[src/inc/sotp_pkg.sv]
// Package for the secured OTP lock control block.
// Assumes a byte-level command front end inside the flash presents opcodes and data.
`default_nettype none
package sotp_pkg;
    localparam logic [7:0]  OP_WR_SEC     = 8'h2f;  // Security register write
    localparam logic [7:0]  OP_ENTER_OTP  = 8'hb1;  // Enter secured OTP mode
    localparam logic [7:0]  OP_EXIT_OTP   = 8'hc1;  // Exit secured OTP mode
    localparam logic [7:0]  OP_WR_STATUS1 = 8'h01;  // Status register-1 write
    localparam logic [7:0]  OP_WR_STATUS2 = 8'h31;  // Status register-2 write
    localparam int          LOCK_BIT      = 1;      // Lock-down bit position
    localparam int          FACT_BIT      = 0;      // Factory-lock bit position
    localparam int          OTP_ADDR_W    = 9;      // 4K bits = 512 bytes
    localparam int          OTP_BYTES     = 512;
    localparam logic [23:0] SERIAL_LAST   = 24'h00000f;  // Serial number region end
    localparam logic [23:0] OTP_LAST      = 24'h0001ff;  // Customer region end
    localparam logic [2:0]  BIT_LAST      = 3'h7;   // Last bit of a byte
    localparam logic [7:0]  ERASED_BYTE   = 8'hff;  // Reset value of OTP cells

    // Completed command byte from the serial front end
    typedef struct packed {
        logic       valid;   // One-cycle pulse per byte
        logic       first;   // Byte is the opcode
        logic [7:0] data;
    } sotp_byte_t;

    // Program or read request after command decode
    typedef struct packed {
        logic        wr;
        logic        rd;
        logic [23:0] addr;
        logic [7:0]  data;
    } sotp_acc_t;

    typedef enum logic [3:0] {
        S_IDLE = 4'b0001,
        S_WSEC = 4'b0010,
        S_DONE = 4'b0100,
        S_SKIP = 4'b1000
    } sotp_state_t;

    // Region of an OTP address: 0 serial, 1 customer, 2 out of range
    function automatic logic [1:0] sotp_region(input logic [23:0] a);
        if (a <= SERIAL_LAST) begin
            return 2'h0;
        end
        if (a <= OTP_LAST) begin
            return 2'h1;
        end
        return 2'h2;
    endfunction : sotp_region
endpackage : sotp_pkg
`default_nettype wire

[src/rtl/sotp_ctrl.sv]
// Secured OTP lock control: security register, OTP mode and access gating.
// Assumes a serial front end on CLOCK_IN delivering bytes and deselect events,
// and a nonvolatile store presenting the lock bits at power-up.
`timescale 1ns/1ns
`default_nettype none
module sotp_ctrl
    import sotp_pkg::*;
(
    input  wire logic        CLOCK_IN,         // 20 MHz clock
    input  wire logic        RST_N_IN,         // Async reset, active low
    input  wire sotp_byte_t  BYTE_IN,          // Received command bytes
    input  wire logic        DESEL_IN,         // Chip select rising pulse
    input  wire logic [2:0]  BIT_CNT_IN,       // Bits received of current byte
    input  wire logic        NV_LOCK_IN,       // Stored lock-down bit
    input  wire logic        NV_FACT_IN,       // Stored factory-lock bit
    input  wire logic        NV_LOAD_IN,       // Pulse: nonvolatile bits valid
    input  wire sotp_acc_t   ACC_IN,           // Program/read from array path
    output sotp_acc_t        MAIN_ACC_OUT,     // Access passed to main array
    output logic [7:0]       OTP_RDATA_OUT,    // OTP read data
    output logic [7:0]       SEC_REG_OUT,      // Security register value
    output logic             OTP_MODE_OUT,     // Secured OTP mode active
    output logic             NV_LOCK_WR_OUT,   // Pulse: persist lock-down bit
    output logic             REFUSED_OUT       // Pulse: access refused
);
    sotp_state_t state_q, state_d;
    logic        otp_mode_q;
    logic        lock_q;
    logic        fact_q;
    logic        pend_lock_q;
    logic        nv_wr_q;
    logic        refused_q;
    logic        locked;
    logic        otp_wr_ok;
    logic [1:0]  region;
    logic        opcode_ev;
    logic        op_wsec;
    logic        op_enter;
    logic        op_exit;
    logic        clean_desel;

    // Opcode decode shared by the decoder, the mode flag and the checks
    function automatic logic is_opcode(input sotp_byte_t b, input logic [7:0] code);
        return b.valid && b.first && b.data == code;
    endfunction : is_opcode

    // Clean end of a security write: one data byte seen, deselect on a byte boundary.
    // Anything else leaves the lock untouched, so a glitchy host cannot half-write it.
    function automatic logic clean_end(input sotp_state_t st, input logic desel,
                                       input logic [2:0] bits);
        return st == S_DONE && desel && bits == 3'h0;
    endfunction : clean_end

    // Decoded events used by the logic; all but opcode_ev also feed the checks
    assign locked      = lock_q | fact_q;
    assign opcode_ev   = BYTE_IN.valid & BYTE_IN.first;
    assign region      = sotp_region(ACC_IN.addr);
    assign op_wsec     = is_opcode(BYTE_IN, OP_WR_SEC);
    assign op_enter    = is_opcode(BYTE_IN, OP_ENTER_OTP);
    assign op_exit     = is_opcode(BYTE_IN, OP_EXIT_OTP);
    assign clean_desel = clean_end(state_q, DESEL_IN, BIT_CNT_IN);

    // Lock bits restored from the nonvolatile store; a clean security write also sets lock_q
    always_ff @(posedge CLOCK_IN or negedge RST_N_IN) begin
        if (!RST_N_IN) begin
            lock_q <= 1'b0;
            fact_q <= 1'b0;
        end else if (NV_LOAD_IN) begin
            lock_q <= NV_LOCK_IN;
            fact_q <= NV_FACT_IN;
        end else if (clean_desel && !locked) begin
            lock_q <= lock_q | pend_lock_q;
        end
    end

    // Security write decoder: opcode, one data byte, then clean deselect
    always_comb begin
        state_d = state_q;
        unique case (state_q)
            S_IDLE: begin
                // No write-enable latch is consulted here
                if (op_wsec) begin
                    state_d = otp_mode_q ? S_SKIP : S_WSEC;
                end else if (opcode_ev) begin
                    state_d = S_SKIP;
                end
            end
            S_WSEC: if (BYTE_IN.valid) begin
                state_d = S_DONE;
            end
            S_DONE: if (BYTE_IN.valid) begin
                state_d = S_SKIP; // Extra byte breaks the boundary
            end
            S_SKIP: state_d = S_SKIP;
            default: state_d = S_IDLE;
        endcase
        if (DESEL_IN) begin
            state_d = S_IDLE;
        end
    end

    always_ff @(posedge CLOCK_IN or negedge RST_N_IN) begin
        if (!RST_N_IN) begin
            state_q <= S_IDLE;
        end else begin
            state_q <= state_d;
        end
    end

    // Only the lock bit of the data byte is kept; bit 0 and reserved ignored
    always_ff @(posedge CLOCK_IN or negedge RST_N_IN) begin
        if (!RST_N_IN) begin
            pend_lock_q <= 1'b0;
        end else if (state_q == S_WSEC && BYTE_IN.valid) begin
            pend_lock_q <= BYTE_IN.data[LOCK_BIT];
        end
    end

    // Persist pulse only when the bit really changes
    always_ff @(posedge CLOCK_IN or negedge RST_N_IN) begin
        if (!RST_N_IN) begin
            nv_wr_q <= 1'b0;
        end else begin
            nv_wr_q <= clean_desel && !locked && pend_lock_q;
        end
    end

    // OTP mode entry and exit on single-byte commands
    always_ff @(posedge CLOCK_IN or negedge RST_N_IN) begin
        if (!RST_N_IN) begin
            otp_mode_q <= 1'b0;
        end else if (op_enter) begin
            otp_mode_q <= 1'b1;
        end else if (op_exit) begin
            otp_mode_q <= 1'b0;
        end
    end

    // Program into OTP only in mode, unlocked, and inside the 4K-bit window
    assign otp_wr_ok = otp_mode_q && ACC_IN.wr && !locked && region != 2'h2;

    sotp_mem u_mem (
        .clk_in    (CLOCK_IN),
        .wr_in     (otp_wr_ok),
        .addr_in   (ACC_IN.addr[OTP_ADDR_W-1:0]),
        .wdata_in  (ACC_IN.data),
        .rdata_out (OTP_RDATA_OUT)
    );

    // Main array gets no strobe while OTP mode routes accesses away
    always_ff @(posedge CLOCK_IN or negedge RST_N_IN) begin
        if (!RST_N_IN) begin
            MAIN_ACC_OUT <= '0;
        end else begin
            MAIN_ACC_OUT.wr   <= ACC_IN.wr & ~otp_mode_q;
            MAIN_ACC_OUT.rd   <= ACC_IN.rd & ~otp_mode_q;
            MAIN_ACC_OUT.addr <= ACC_IN.addr;
            MAIN_ACC_OUT.data <= ACC_IN.data;
        end
    end

    // Refusal flag covers blocked OTP programs and off-boundary security writes
    always_ff @(posedge CLOCK_IN or negedge RST_N_IN) begin
        if (!RST_N_IN) begin
            refused_q <= 1'b0;
        end else begin
            refused_q <= (otp_mode_q && ACC_IN.wr && !otp_wr_ok)
                       || (DESEL_IN && state_q != S_IDLE && state_q != S_SKIP
                           && !(state_q == S_DONE && BIT_CNT_IN == 3'h0));
        end
    end

    assign SEC_REG_OUT    = {6'h00, lock_q, fact_q};
    assign OTP_MODE_OUT   = otp_mode_q;
    assign NV_LOCK_WR_OUT = nv_wr_q;
    assign REFUSED_OUT    = refused_q;

    // Checks: routing of array accesses
    // A main-array write in OTP mode would defeat the routing
    chk_main_wr_block: assert property (
        @(posedge CLOCK_IN) disable iff (!RST_N_IN)
        otp_mode_q |=> !MAIN_ACC_OUT.wr)
        else $error("main write passed in OTP mode");
    // Reads in OTP mode belong to the OTP area
    chk_main_rd_block: assert property (
        @(posedge CLOCK_IN) disable iff (!RST_N_IN)
        otp_mode_q |=> !MAIN_ACC_OUT.rd)
        else $error("main read passed in OTP mode");
    // Outside OTP mode the strobes reach the main array one cycle late
    chk_main_pass: assert property (
        @(posedge CLOCK_IN) disable iff (!RST_N_IN)
        !otp_mode_q |=> MAIN_ACC_OUT.wr == $past(ACC_IN.wr)
                        && MAIN_ACC_OUT.rd == $past(ACC_IN.rd))
        else $error("main strobe lost outside OTP mode");
    // Address and data always travel with the strobe
    chk_main_copy: assert property (
        @(posedge CLOCK_IN) disable iff (!RST_N_IN)
        (ACC_IN.wr || ACC_IN.rd)
        |=> MAIN_ACC_OUT.addr == $past(ACC_IN.addr)
            && MAIN_ACC_OUT.data == $past(ACC_IN.data))
        else $error("main address or data not copied");

    // Checks: OTP programming and lock state
    // Only a power-up restore may rewrite a set lock
    chk_lock_sticky: assert property (
        @(posedge CLOCK_IN) disable iff (!RST_N_IN)
        (lock_q && !NV_LOAD_IN) |=> lock_q)
        else $error("lock bit cleared");
    // A locked area takes no program and flags the refusal
    chk_locked_no_prog: assert property (
        @(posedge CLOCK_IN) disable iff (!RST_N_IN)
        (locked && ACC_IN.wr && otp_mode_q) |-> !otp_wr_ok ##1 refused_q)
        else $error("program while locked");
    // Addresses beyond the 4K-bit area are refused
    chk_range_refused: assert property (
        @(posedge CLOCK_IN) disable iff (!RST_N_IN)
        (otp_mode_q && ACC_IN.wr && region == 2'h2) |-> !otp_wr_ok ##1 refused_q)
        else $error("program outside OTP area");
    // An unlocked program inside the area goes through quietly
    chk_prog_allowed: assert property (
        @(posedge CLOCK_IN) disable iff (!RST_N_IN)
        (otp_mode_q && ACC_IN.wr && !locked && region != 2'h2 && !DESEL_IN)
        |-> otp_wr_ok ##1 !refused_q)
        else $error("legal program refused");

    // Checks: mode commands and the security write decoder
    // Enter command turns the mode on
    chk_enter_mode: assert property (
        @(posedge CLOCK_IN) disable iff (!RST_N_IN)
        op_enter |=> otp_mode_q)
        else $error("enter not taken");
    // Exit command turns the mode off
    chk_exit_mode: assert property (
        @(posedge CLOCK_IN) disable iff (!RST_N_IN)
        op_exit |=> !otp_mode_q)
        else $error("exit not taken");
    // Security writes are skipped while in OTP mode
    chk_sec_ignored: assert property (
        @(posedge CLOCK_IN) disable iff (!RST_N_IN)
        (otp_mode_q && op_wsec && state_q == S_IDLE && !DESEL_IN) |=> state_q == S_SKIP)
        else $error("security write in OTP mode");
    // Outside OTP mode the opcode alone starts the write
    chk_sec_taken: assert property (
        @(posedge CLOCK_IN) disable iff (!RST_N_IN)
        (!otp_mode_q && op_wsec && state_q == S_IDLE && !DESEL_IN) |=> state_q == S_WSEC)
        else $error("security write not started");
    // Deselect before the data byte leaves the lock alone
    chk_bad_desel: assert property (
        @(posedge CLOCK_IN) disable iff (!RST_N_IN)
        (DESEL_IN && state_q == S_WSEC && !NV_LOAD_IN) |=> $stable(lock_q) && refused_q)
        else $error("off-boundary write executed");
    // Deselect inside a following byte is rejected too
    chk_off_boundary: assert property (
        @(posedge CLOCK_IN) disable iff (!RST_N_IN)
        (DESEL_IN && state_q == S_DONE && BIT_CNT_IN != 3'h0 && !NV_LOAD_IN)
        |=> $stable(lock_q) && refused_q)
        else $error("partial byte write executed");
    // A clean write of an unlocked part sets and persists the lock
    chk_good_write: assert property (
        @(posedge CLOCK_IN) disable iff (!RST_N_IN)
        (clean_desel && pend_lock_q && !locked && !NV_LOAD_IN)
        |=> lock_q && SEC_REG_OUT[LOCK_BIT] && nv_wr_q)
        else $error("lock-down not set");
    // A locked part ignores even a clean security write
    chk_locked_write: assert property (
        @(posedge CLOCK_IN) disable iff (!RST_N_IN)
        (clean_desel && locked && !NV_LOAD_IN) |=> $stable(lock_q) && !nv_wr_q)
        else $error("lock changed while locked");
    // Persist request is a single-cycle pulse
    chk_nv_pulse: assert property (
        @(posedge CLOCK_IN) disable iff (!RST_N_IN)
        nv_wr_q |=> !nv_wr_q)
        else $error("persist pulse too long");
    // Every deselect returns the decoder to idle
    chk_decoder_idle: assert property (
        @(posedge CLOCK_IN) disable iff (!RST_N_IN)
        DESEL_IN |=> state_q == S_IDLE)
        else $error("decoder not idle after deselect");
    // Only the lock position of the data byte is kept
    chk_lock_bit_only: assert property (
        @(posedge CLOCK_IN) disable iff (!RST_N_IN)
        (state_q == S_WSEC && BYTE_IN.valid)
        |=> pend_lock_q == $past(BYTE_IN.data[LOCK_BIT]))
        else $error("wrong data bit kept");
    // Register layout: factory flag in bit 0, reserved bits low
    chk_fact_bit: assert property (
        @(posedge CLOCK_IN) disable iff (!RST_N_IN)
        SEC_REG_OUT[FACT_BIT] == fact_q && SEC_REG_OUT[7:2] == 6'h00)
        else $error("security register layout");

    // Main scenarios, for coverage
    cov_lock_set:  cover property (@(posedge CLOCK_IN) disable iff (!RST_N_IN) $rose(lock_q));
    cov_otp_prog:  cover property (@(posedge CLOCK_IN) disable iff (!RST_N_IN) otp_wr_ok);
    cov_refused:   cover property (@(posedge CLOCK_IN) disable iff (!RST_N_IN) refused_q);
    cov_mode_exit: cover property (@(posedge CLOCK_IN) disable iff (!RST_N_IN) $fell(otp_mode_q));
    cov_bad_desel: cover property (@(posedge CLOCK_IN) disable iff (!RST_N_IN)
        DESEL_IN && state_q == S_WSEC);
endmodule : sotp_ctrl
`default_nettype wire

[src/rtl/sotp_mem.sv]
// Small OTP cell array, 512 bytes, registered read data.
// Assumes the caller gates writes; a write can only clear bits, like real OTP cells.
`timescale 1ns/1ns
`default_nettype none
module sotp_mem
    import sotp_pkg::*;
(
    input  wire logic                  clk_in,   // Clock
    input  wire logic                  wr_in,    // Program strobe
    input  wire logic [OTP_ADDR_W-1:0] addr_in,  // Byte address
    input  wire logic [7:0]            wdata_in, // Program data
    output logic      [7:0]            rdata_out // Registered read data
);
    logic [7:0] mem [OTP_BYTES];

    // Programming only clears bits, so one-time semantics hold in the array itself
    always_ff @(posedge clk_in) begin
        if (wr_in) begin
            mem[addr_in] <= mem[addr_in] & wdata_in;
        end
        rdata_out <= mem[addr_in];
    end

    // Model of blank cells at power-up; a real part keeps them across power
    initial begin
        for (int i = 0; i < OTP_BYTES; i++) begin
            mem[i] = ERASED_BYTE;
        end
    end
endmodule : sotp_mem
`default_nettype wire

[config.mk]
export PLATFORM = sky130hd
export DESIGN_NAME = sotp_ctrl
export DESIGN_NICKNAME = d
export VERILOG_FILES = /design/src/inc/sotp_pkg.sv /design/src/rtl/sotp_ctrl.sv /design/src/rtl/sotp_mem.sv
export SDC_FILE = /design/constraint.sdc
export NUM_CORES = 2
export LEC_CHECK = 0
export BUFFER_PORTS_ARGS = -buffer_cell sky130_fd_sc_hd__buf_4
export CAP_MARGIN = 20
export CORE_MARGIN = 4
export CORE_UTILIZATION = 43
export DETAILED_ROUTE_END_ITERATION = 8
export MAX_ROUTING_LAYER = met4
export PLACE_DENSITY = 0.58
export SYNTH_ARGS = -nofsm -noshare
export SYNTH_HDL_FRONTEND = slang
export SYNTH_SLANG_ARGS = --single-unit
[constraint.sdc]
create_clock -name CLOCK_IN -period 26.2 [get_ports CLOCK_IN]
set_input_delay 2.62 -clock CLOCK_IN [delete_from_list [all_inputs] [get_ports CLOCK_IN]]
set_output_delay 2.62 -clock CLOCK_IN [all_outputs]
set_load 0.005 [all_outputs]
; ---- Word level (Yosys, flattened, before mapping)
; Memories as Yosys holds them, arrays and structs flattened.
; Cells that the tools add are included.
[op_classes]
order_cmp = 2
n_eq_ne = 13
muxes = 20
bitwise = 7
n_reduce_logical = 25
[op_table]
columns = operator, count
row1 = 24-bit by 4-bit less-or-equal comparator with 1-bit output (second input constant), 1
row2 = 24-bit by 9-bit less-or-equal comparator with 1-bit output (second input constant), 1
row3 = 4-bit 2-to-1 mux, 6
row4 = 1-bit logical AND, 17
row5 = 8-bit == test (second input constant), 2
row6 = 4-bit case mux with 4 select lines, 1
row7 = 1-bit 2-to-1 mux, 9
row8 = 8-bit AND, 1
row9 = 8-bit by 6-bit == test with 1-bit output (second input constant), 1
row10 = 2-bit 2-to-1 mux, 4
row11 = 4-bit inequality test (second input constant), 2
row12 = 3-bit inequality test (second input constant), 2
row13 = 4-bit by 1-bit == test with 1-bit output (second input constant), 1
row14 = 4-bit by 2-bit == test with 1-bit output (second input constant), 1
row15 = 4-bit by 3-bit == test with 1-bit output (second input constant), 1
row16 = 4-bit == test (second input constant), 1
row17 = 4-bit by 1-bit inequality test with 1-bit output (second input constant), 1
row18 = 2-bit nonzero test, 2
row19 = 1-bit AND, 3
row20 = 1-bit zero test, 3
row21 = 3-bit zero test, 1
row22 = 3-bit AND reduction, 1
row23 = 2-bit inequality test (second input constant), 1
row24 = 1-bit OR, 2
row25 = 2 further kinds, 2
[totals]
register_bits = 52
mem_bits_rw = 4096
inputBits = 53
out_inout_bits = 53
elab_cells = 80
n_memories = 1
[memory_table]
columns = memory, depth, width, rd, rd_ports_with_merged_regs, wr, line_no
row1 = u_mem.mem, 512, 8, 1, 0, 1, sotp_mem.sv:14  ; logic [7:0] mem [OTP_BYTES];

; ---- Longest topological paths before layout
[logic_depth]
depth_word = 10
mapped_depth = 13
depth_no_buf = 7

; ---- Modules after synthesis
; Synthesis repeated with hierarchy kept, for this count alone.
[unflattened]
cells_unflattened = 7850
hier_area_um2 = 160888.1
[by_module_without_submodules]
columns = module, n_inst, cells_per_inst, area_each_um2, seq_area_each_um2
row1 = sotp_mem, 1, 7728, 159290.3, 123158.1
row2 = sotp_ctrl, 1, 122, 1597.8, 1102.3

; ---- Least setup slack after synthesis
; OpenSTA, ideal clock, no wires.
[synth_timing]
kind = input-to-reg
start = in ACC_IN[8] (netlist name)
end = mem u_mem.mem[0][7] (data pin)
setup_time_ns = 3.255
t_arrival_ns = 19.661
required_ns = 22.945
setup_slack_ns = 3.284
stages = 11
n_path_buf = 5
cell_sequence = buf_6 -> buf_12 -> buf_6 -> nor3_2 -> buf_2 -> buf_1 -> a22oi_1 -> nand4_1 -> nand2_1 -> and3_1 -> a31oi_1
[synth_between]
elab_chain_len = 2
[synth_lines]
columns = element, line_no
row1 = start: declaration, sotp_ctrl.sv:17  ; input wire sotp_acc_t ACC_IN,
row2 = memory 512 x 8 bit, --
row3 = 8-bit AND, sotp_mem.sv:19  ; mem[addr_in] <= mem[addr_in] & wdata_in;
row4 = end: declaration, sotp_mem.sv:14
; Every way passes these cells.

; ---- Final worst setup path
[layout_timing]
start = in ACC_IN[8] (netlist name)
end = mem u_mem.mem[380][1] (data pin)
; The elaborated chain is that of the path after synthesis.

==> results.sh <==
export IMPL_run_status="finished, violations left"
export IMPL_failed_checks="slew limit"
export IMPL_timing_worst_slew_pin_value_ps=1628
export IMPL_power_leakage_uw=0.05611
export IMPL_fp_dieH_um=618.9
export IMPL_syn_inst=7558
export IMPL_cts_inserted_buffers=424
export IMPL_hp_start="pend_lock_q"
export IMPL_power_switching_uw=3147
export IMPL_worst_ep_required_time_ps=26710
export IMPL_htree_num_levels=5
export IMPL_route_detailed_wl_per_inst_um=35.67
export IMPL_filler_cell_count=29920
export IMPL_area_growth_synth_to_final_pct=12.58
export IMPL_cp_cell_sequence="buf_16 -> buf_4 -> buf_4 -> buf_4 -> buf_4 -> buf_4 -> mux4_2 -> nor2_1 -> nor4_1 -> nor3_1 -> o2111ai_1 -> nor4b_2 -> buf_4 -> a31oi_4 -> buf_4 -> buf_16 -> buf_12 -> buf_4"
export IMPL_startpoint_type="input pin"
export IMPL_ff_latch_area_um2=124300
export IMPL_kind_of_end_point_of_the_critical_path="flip-flop"
export IMPL_fin_nets=7869
export IMPL_grt_start_max_net_pins=257
export IMPL_cts_tree="done"
export IMPL_num_vias=82210
export IMPL_place_hpwl_mm=286.2
export IMPL_hold_end="pend_lock_q"
export IMPL_ys_ff_latch=4148
export IMPL_multi_input_comb_area_um2=33830
export IMPL_p_int_uw=11030
export IMPL_yosys_warnings=0
export IMPL_setup_worst_path_class="input pin to flip-flop"
export IMPL_clock_path_buffers=4
export IMPL_pwr_share_comb=0.056
export IMPL_regToRegEndpoint="u_mem.mem[380][1]"
export IMPL_floorplan_initialDensity=0.4315
export IMPL_finalSetupViolations=0
export IMPL_pin_count=106
export IMPL_rsz0062_at_grt="false"
export IMPL_timing_critical_path_max_delay_family="buffers and inverters"
export IMPL_peakVddDrop_mv=0.05506
export IMPL_core_rowCount=224
export IMPL_timing_critical_path_slowest_cell_delay_ps=790
export IMPL_via_count_of_the_first_global_routing_pass=80700
export IMPL_cpMaxStageDelayCell="nor4b_2"
export IMPL_synth_top_flop_cell="edfxtp_1"
export IMPL_finClkSkew_ps=69.74
export IMPL_power_per_cell_area_nw_per_um2=78.48
export IMPL_maxClockFrequency_mhz=94.49
export IMPL_first_pass_iters=6
export IMPL_cts_root_buffer="clkbuf_16"
export IMPL_cell_area_after_synthesis_um2=160500
export IMPL_cts_setup_buffers=0
export IMPL_synth_enable_flop_cells=4096
export IMPL_tritoncts_num_sinks=4148
export IMPL_rrSetupSlack_ps=20470
export IMPL_worstHoldPathCells=1
export IMPL_power_frac_clock=0.417
export IMPL_core_area_um2=371900
export IMPL_finalSetupTns_ps=0
export IMPL_clkLatencyLatePin_ps=990
export IMPL_timing_final_crit_share=0.4039
export IMPL_groute_usage_overall=0.2489
export IMPL_cp_arrival_ps=11100
export IMPL_timing_critical_path_fanout_max=239
export IMPL_grt_overflow_total=0
export IMPL_place_congestion=0.9133
export IMPL_die_w_um=618.9
export IMPL_layout_core_utilization=0.4858
export IMPL_slew_violations=100
export IMPL_grt_antenna_before_repair=23
export IMPL_final_hold_violation_count=0
export IMPL_floorplan_die_area_um2=383100
export IMPL_cts_hold_fix_buffers=0
export IMPL_final_setup_worst_slack_ps=15620
export IMPL_cts_reportedPaths_clkPinSlew_ps=60
export IMPL_worst_r2r_cell_count=11
export IMPL_placement_io_buffers=99
export IMPL_drt_antenna_violating_nets=0
export IMPL_slew_headroom=-0.08517
export IMPL_synth_async_reset_ratio=0.01061
export IMPL_cap_violations=0
export IMPL_worstReg2RegStart="u_mem.mem[440][1]"
export IMPL_drc=0
export IMPL_postSynthAreaPerCell_um2=21.23
export IMPL_placed_cells_incl_taps=12350
export IMPL_synth_lib_cells_used_distinct=79
export IMPL_timing_hold_ws_ps=505.9
export IMPL_crit_buf_inv=11
export IMPL_routed_wl_mm=469.3
export IMPL_power_switching_share=0.2220
export IMPL_layout_cells_non_filler=13160
export IMPL_post_cts_resized=0
export IMPL_dpl_worst_slack_ps=14610
export IMPL_sequential_cell_area_fraction_in_the_yosys_report=0.7743
export IMPL_grt_first_pass_wirelength_mm=654.3
export IMPL_vias_per_cell=6.249
export IMPL_drtIter0Drc=12290
export IMPL_worstHoldPathType="flip-flop to flip-flop"
export IMPL_sequential_fraction_of_design_power=0.526
export IMPL_period_minus_slack_ps=10580
export IMPL_crit_top_cell="buf_4"
export IMPL_drive_above_1_share=0.2396
export IMPL_worst_path_stages=18
-- synth_stat cells (6+ instances only) --
| cell type | instances | share of area |
|---|---|---|
| mux2i_1 | 208 | 0.013 |
| nand3_1 | 136 | 0.0042 |
| o21ai_0 | 25 | 0.00078 |
| nor2_1 | 560 | 0.013 |
| nor3_1 | 21 | 0.00065 |
| a22o_1 | 30 | 0.0016 |
| edfxtp_1 | 4096 | 0.77 |
| o2111ai_1 | 8 | 0.00044 |
| nand2_1 | 164 | 0.0038 |
| nand4b_1 | 12 | 0.00065 |
| a31oi_1 | 47 | 0.0018 |
| buf_12 | 8 | 0.0010 |
| mux4_2 | 952 | 0.13 |
| a32oi_1 | 13 | 0.00071 |
| a22oi_1 | 229 | 0.011 |
| and2_1 | 18 | 0.00070 |
| mux2_2 | 16 | 0.0011 |
| a221oi_1 | 38 | 0.0021 |
| inv_1 | 11 | 0.00026 |
| buf_1 | 47 | 0.0011 |
| nor4_1 | 22 | 0.00086 |
| and4_1 | 8 | 0.00044 |
| a21oi_1 | 43 | 0.0013 |
| nand2b_1 | 11 | 0.00043 |
| o211ai_1 | 8 | 0.00037 |
| dfrtp_1 | 43 | 0.0067 |
| a211oi_1 | 8 | 0.00037 |
| o22ai_1 | 37 | 0.0014 |
| and4b_1 | 6 | 0.00037 |
| buf_2 | 141 | 0.0044 |
| buf_6 | 44 | 0.0031 |
| buf_4 | 83 | 0.0039 |
| clkbuf_1 | 171 | 0.0040 |
| nor2b_1 | 19 | 0.00074 |
| nand4_1 | 139 | 0.0054 |
| dfxtp_1 | 8 | 0.0010 |
| nor3b_1 | 9 | 0.00042 |
| and3b_1 | 6 | 0.00033 |
| a311oi_1 | 9 | 0.00049 |
| and3_1 | 19 | 0.00074 |
-- flip-flops by register name, summed over array words and instances (netlist names) --
| name | cells |
|---|---|
| state_q | 4 |
| u_mem.rdata_out | 8 |
| OTP_MODE_OUT | 1 |
| lock_q | 1 |
| fact_q | 1 |
| pend_lock_q | 1 |
| MAIN_ACC_OUT | 34 |
| u_mem.mem | 4096 |
| REFUSED_OUT | 1 |
| NV_LOCK_WR_OUT | 1 |
-- worst max path at each step --
stage | from | endpoint | slack [ps]
2_1_floorplan | ACC_IN[8] | u_mem.mem[0][7] | 3280
3_3_place_gp | ACC_IN[8] | u_mem.mem[465][1] | 14480
3_5_place_dp | ACC_IN[8] | u_mem.mem[467][1] | 14610
4_1_cts | ACC_IN[8] | u_mem.mem[380][1] | 15600
5_1_grt | ACC_IN[8] | u_mem.mem[380][1] | 15280
6_report | ACC_IN[8] | u_mem.mem[380][1] | 15620
-- area by class of cell --
| cell class | count | area share |
|---|---|---|
| flip-flops and latches | 4148 | 0.6878 |
| multi-input cells | 2908 | 0.1873 |
| clock buffers | 535 | 0.06217 |
| well taps | 4972 | 0.03443 |
| repair buffers | 323 | 0.01531 |
| clock inverters | 239 | 0.01251 |
| diodes | 20 | 0.0002770 |
| inverters | 11 | 0.0002562 |
-- per-layer routing --
metal	global-route usage	vias up	wire length [um]
met5	-	-	0
met3	0.04939	789	45740
met4	0.08649	0	18980
li1	-	32300	-
met1	0.3489	44490	188600
met2	0.3668	4636	216000
-- power groups by stage --
stage	Combinational (uW)	Clock [uW]	Sequential [uW]
4_1_cts	798	5980	7460
5_1_grt	837	6270	7460
6_report	801	5910	7460
3_3_place_gp	773	0	7600
2_1_floorplan	432	0	7840
3_5_place_dp	798	0	7600
-- worst register-to-register path: stages (launching register included) --
cell	delay [ps]
edfxtp_1	360
mux4_2	460
nand4_1	150
o2111ai_1	490
or4_1	800
nor4b_2	760
buf_4	270
a31oi_4	90
buf_4	230
buf_16	230
buf_12	320
buf_4	1010
-- per-stage QoR --
stage	instance area, um2	power, uW
global route	180600	14570
finish	180700	14180
detailed placement	167000	8402
floorplan	160500	8274
CTS	180500	14240
global placement	166900	8375
-- logic make-up (layout without fill, tap and decap cells) --
kind of cell	count (synthesis)	in the layout	synth area share
compound gates	538	538	0.02469
mux	1177	1177	0.1479
simple gates	1187	1187	0.03528
flops	4148	4148	0.7743
buf+inv	507	1108	0.01786
other cells	1	26	0.00002337
-- cells in the final DEF, fill, tap and decap left out, drive strengths merged, types with 7 or more instances in the layout --
cell,n
a311oi,9
bufinv,33
a22o,30
a221oi,38
nor4b,7
nor4,25
nor3b,12
and4,8
o22ai,37
nand3,136
mux4,953
clkinv,182
o21ai,26
buf,322
a32oi,13
edfxtp,4096
dfrtp,43
diode,20
nor3,22
nand2b,11
a21oi,43
nand2,164
nor2b,19
mux2i,208
and2,18
a31oi,47
a211oi,8
nand4b,12
nand4,139
and3,19
a22oi,229
inv,20
a2111oi,7
clkinvlp,15
o2111ai,8
o211ai,8
clkbuf,536
nor2,561
mux2,16
dfxtp,8
(Power assumes the default switching activity.)
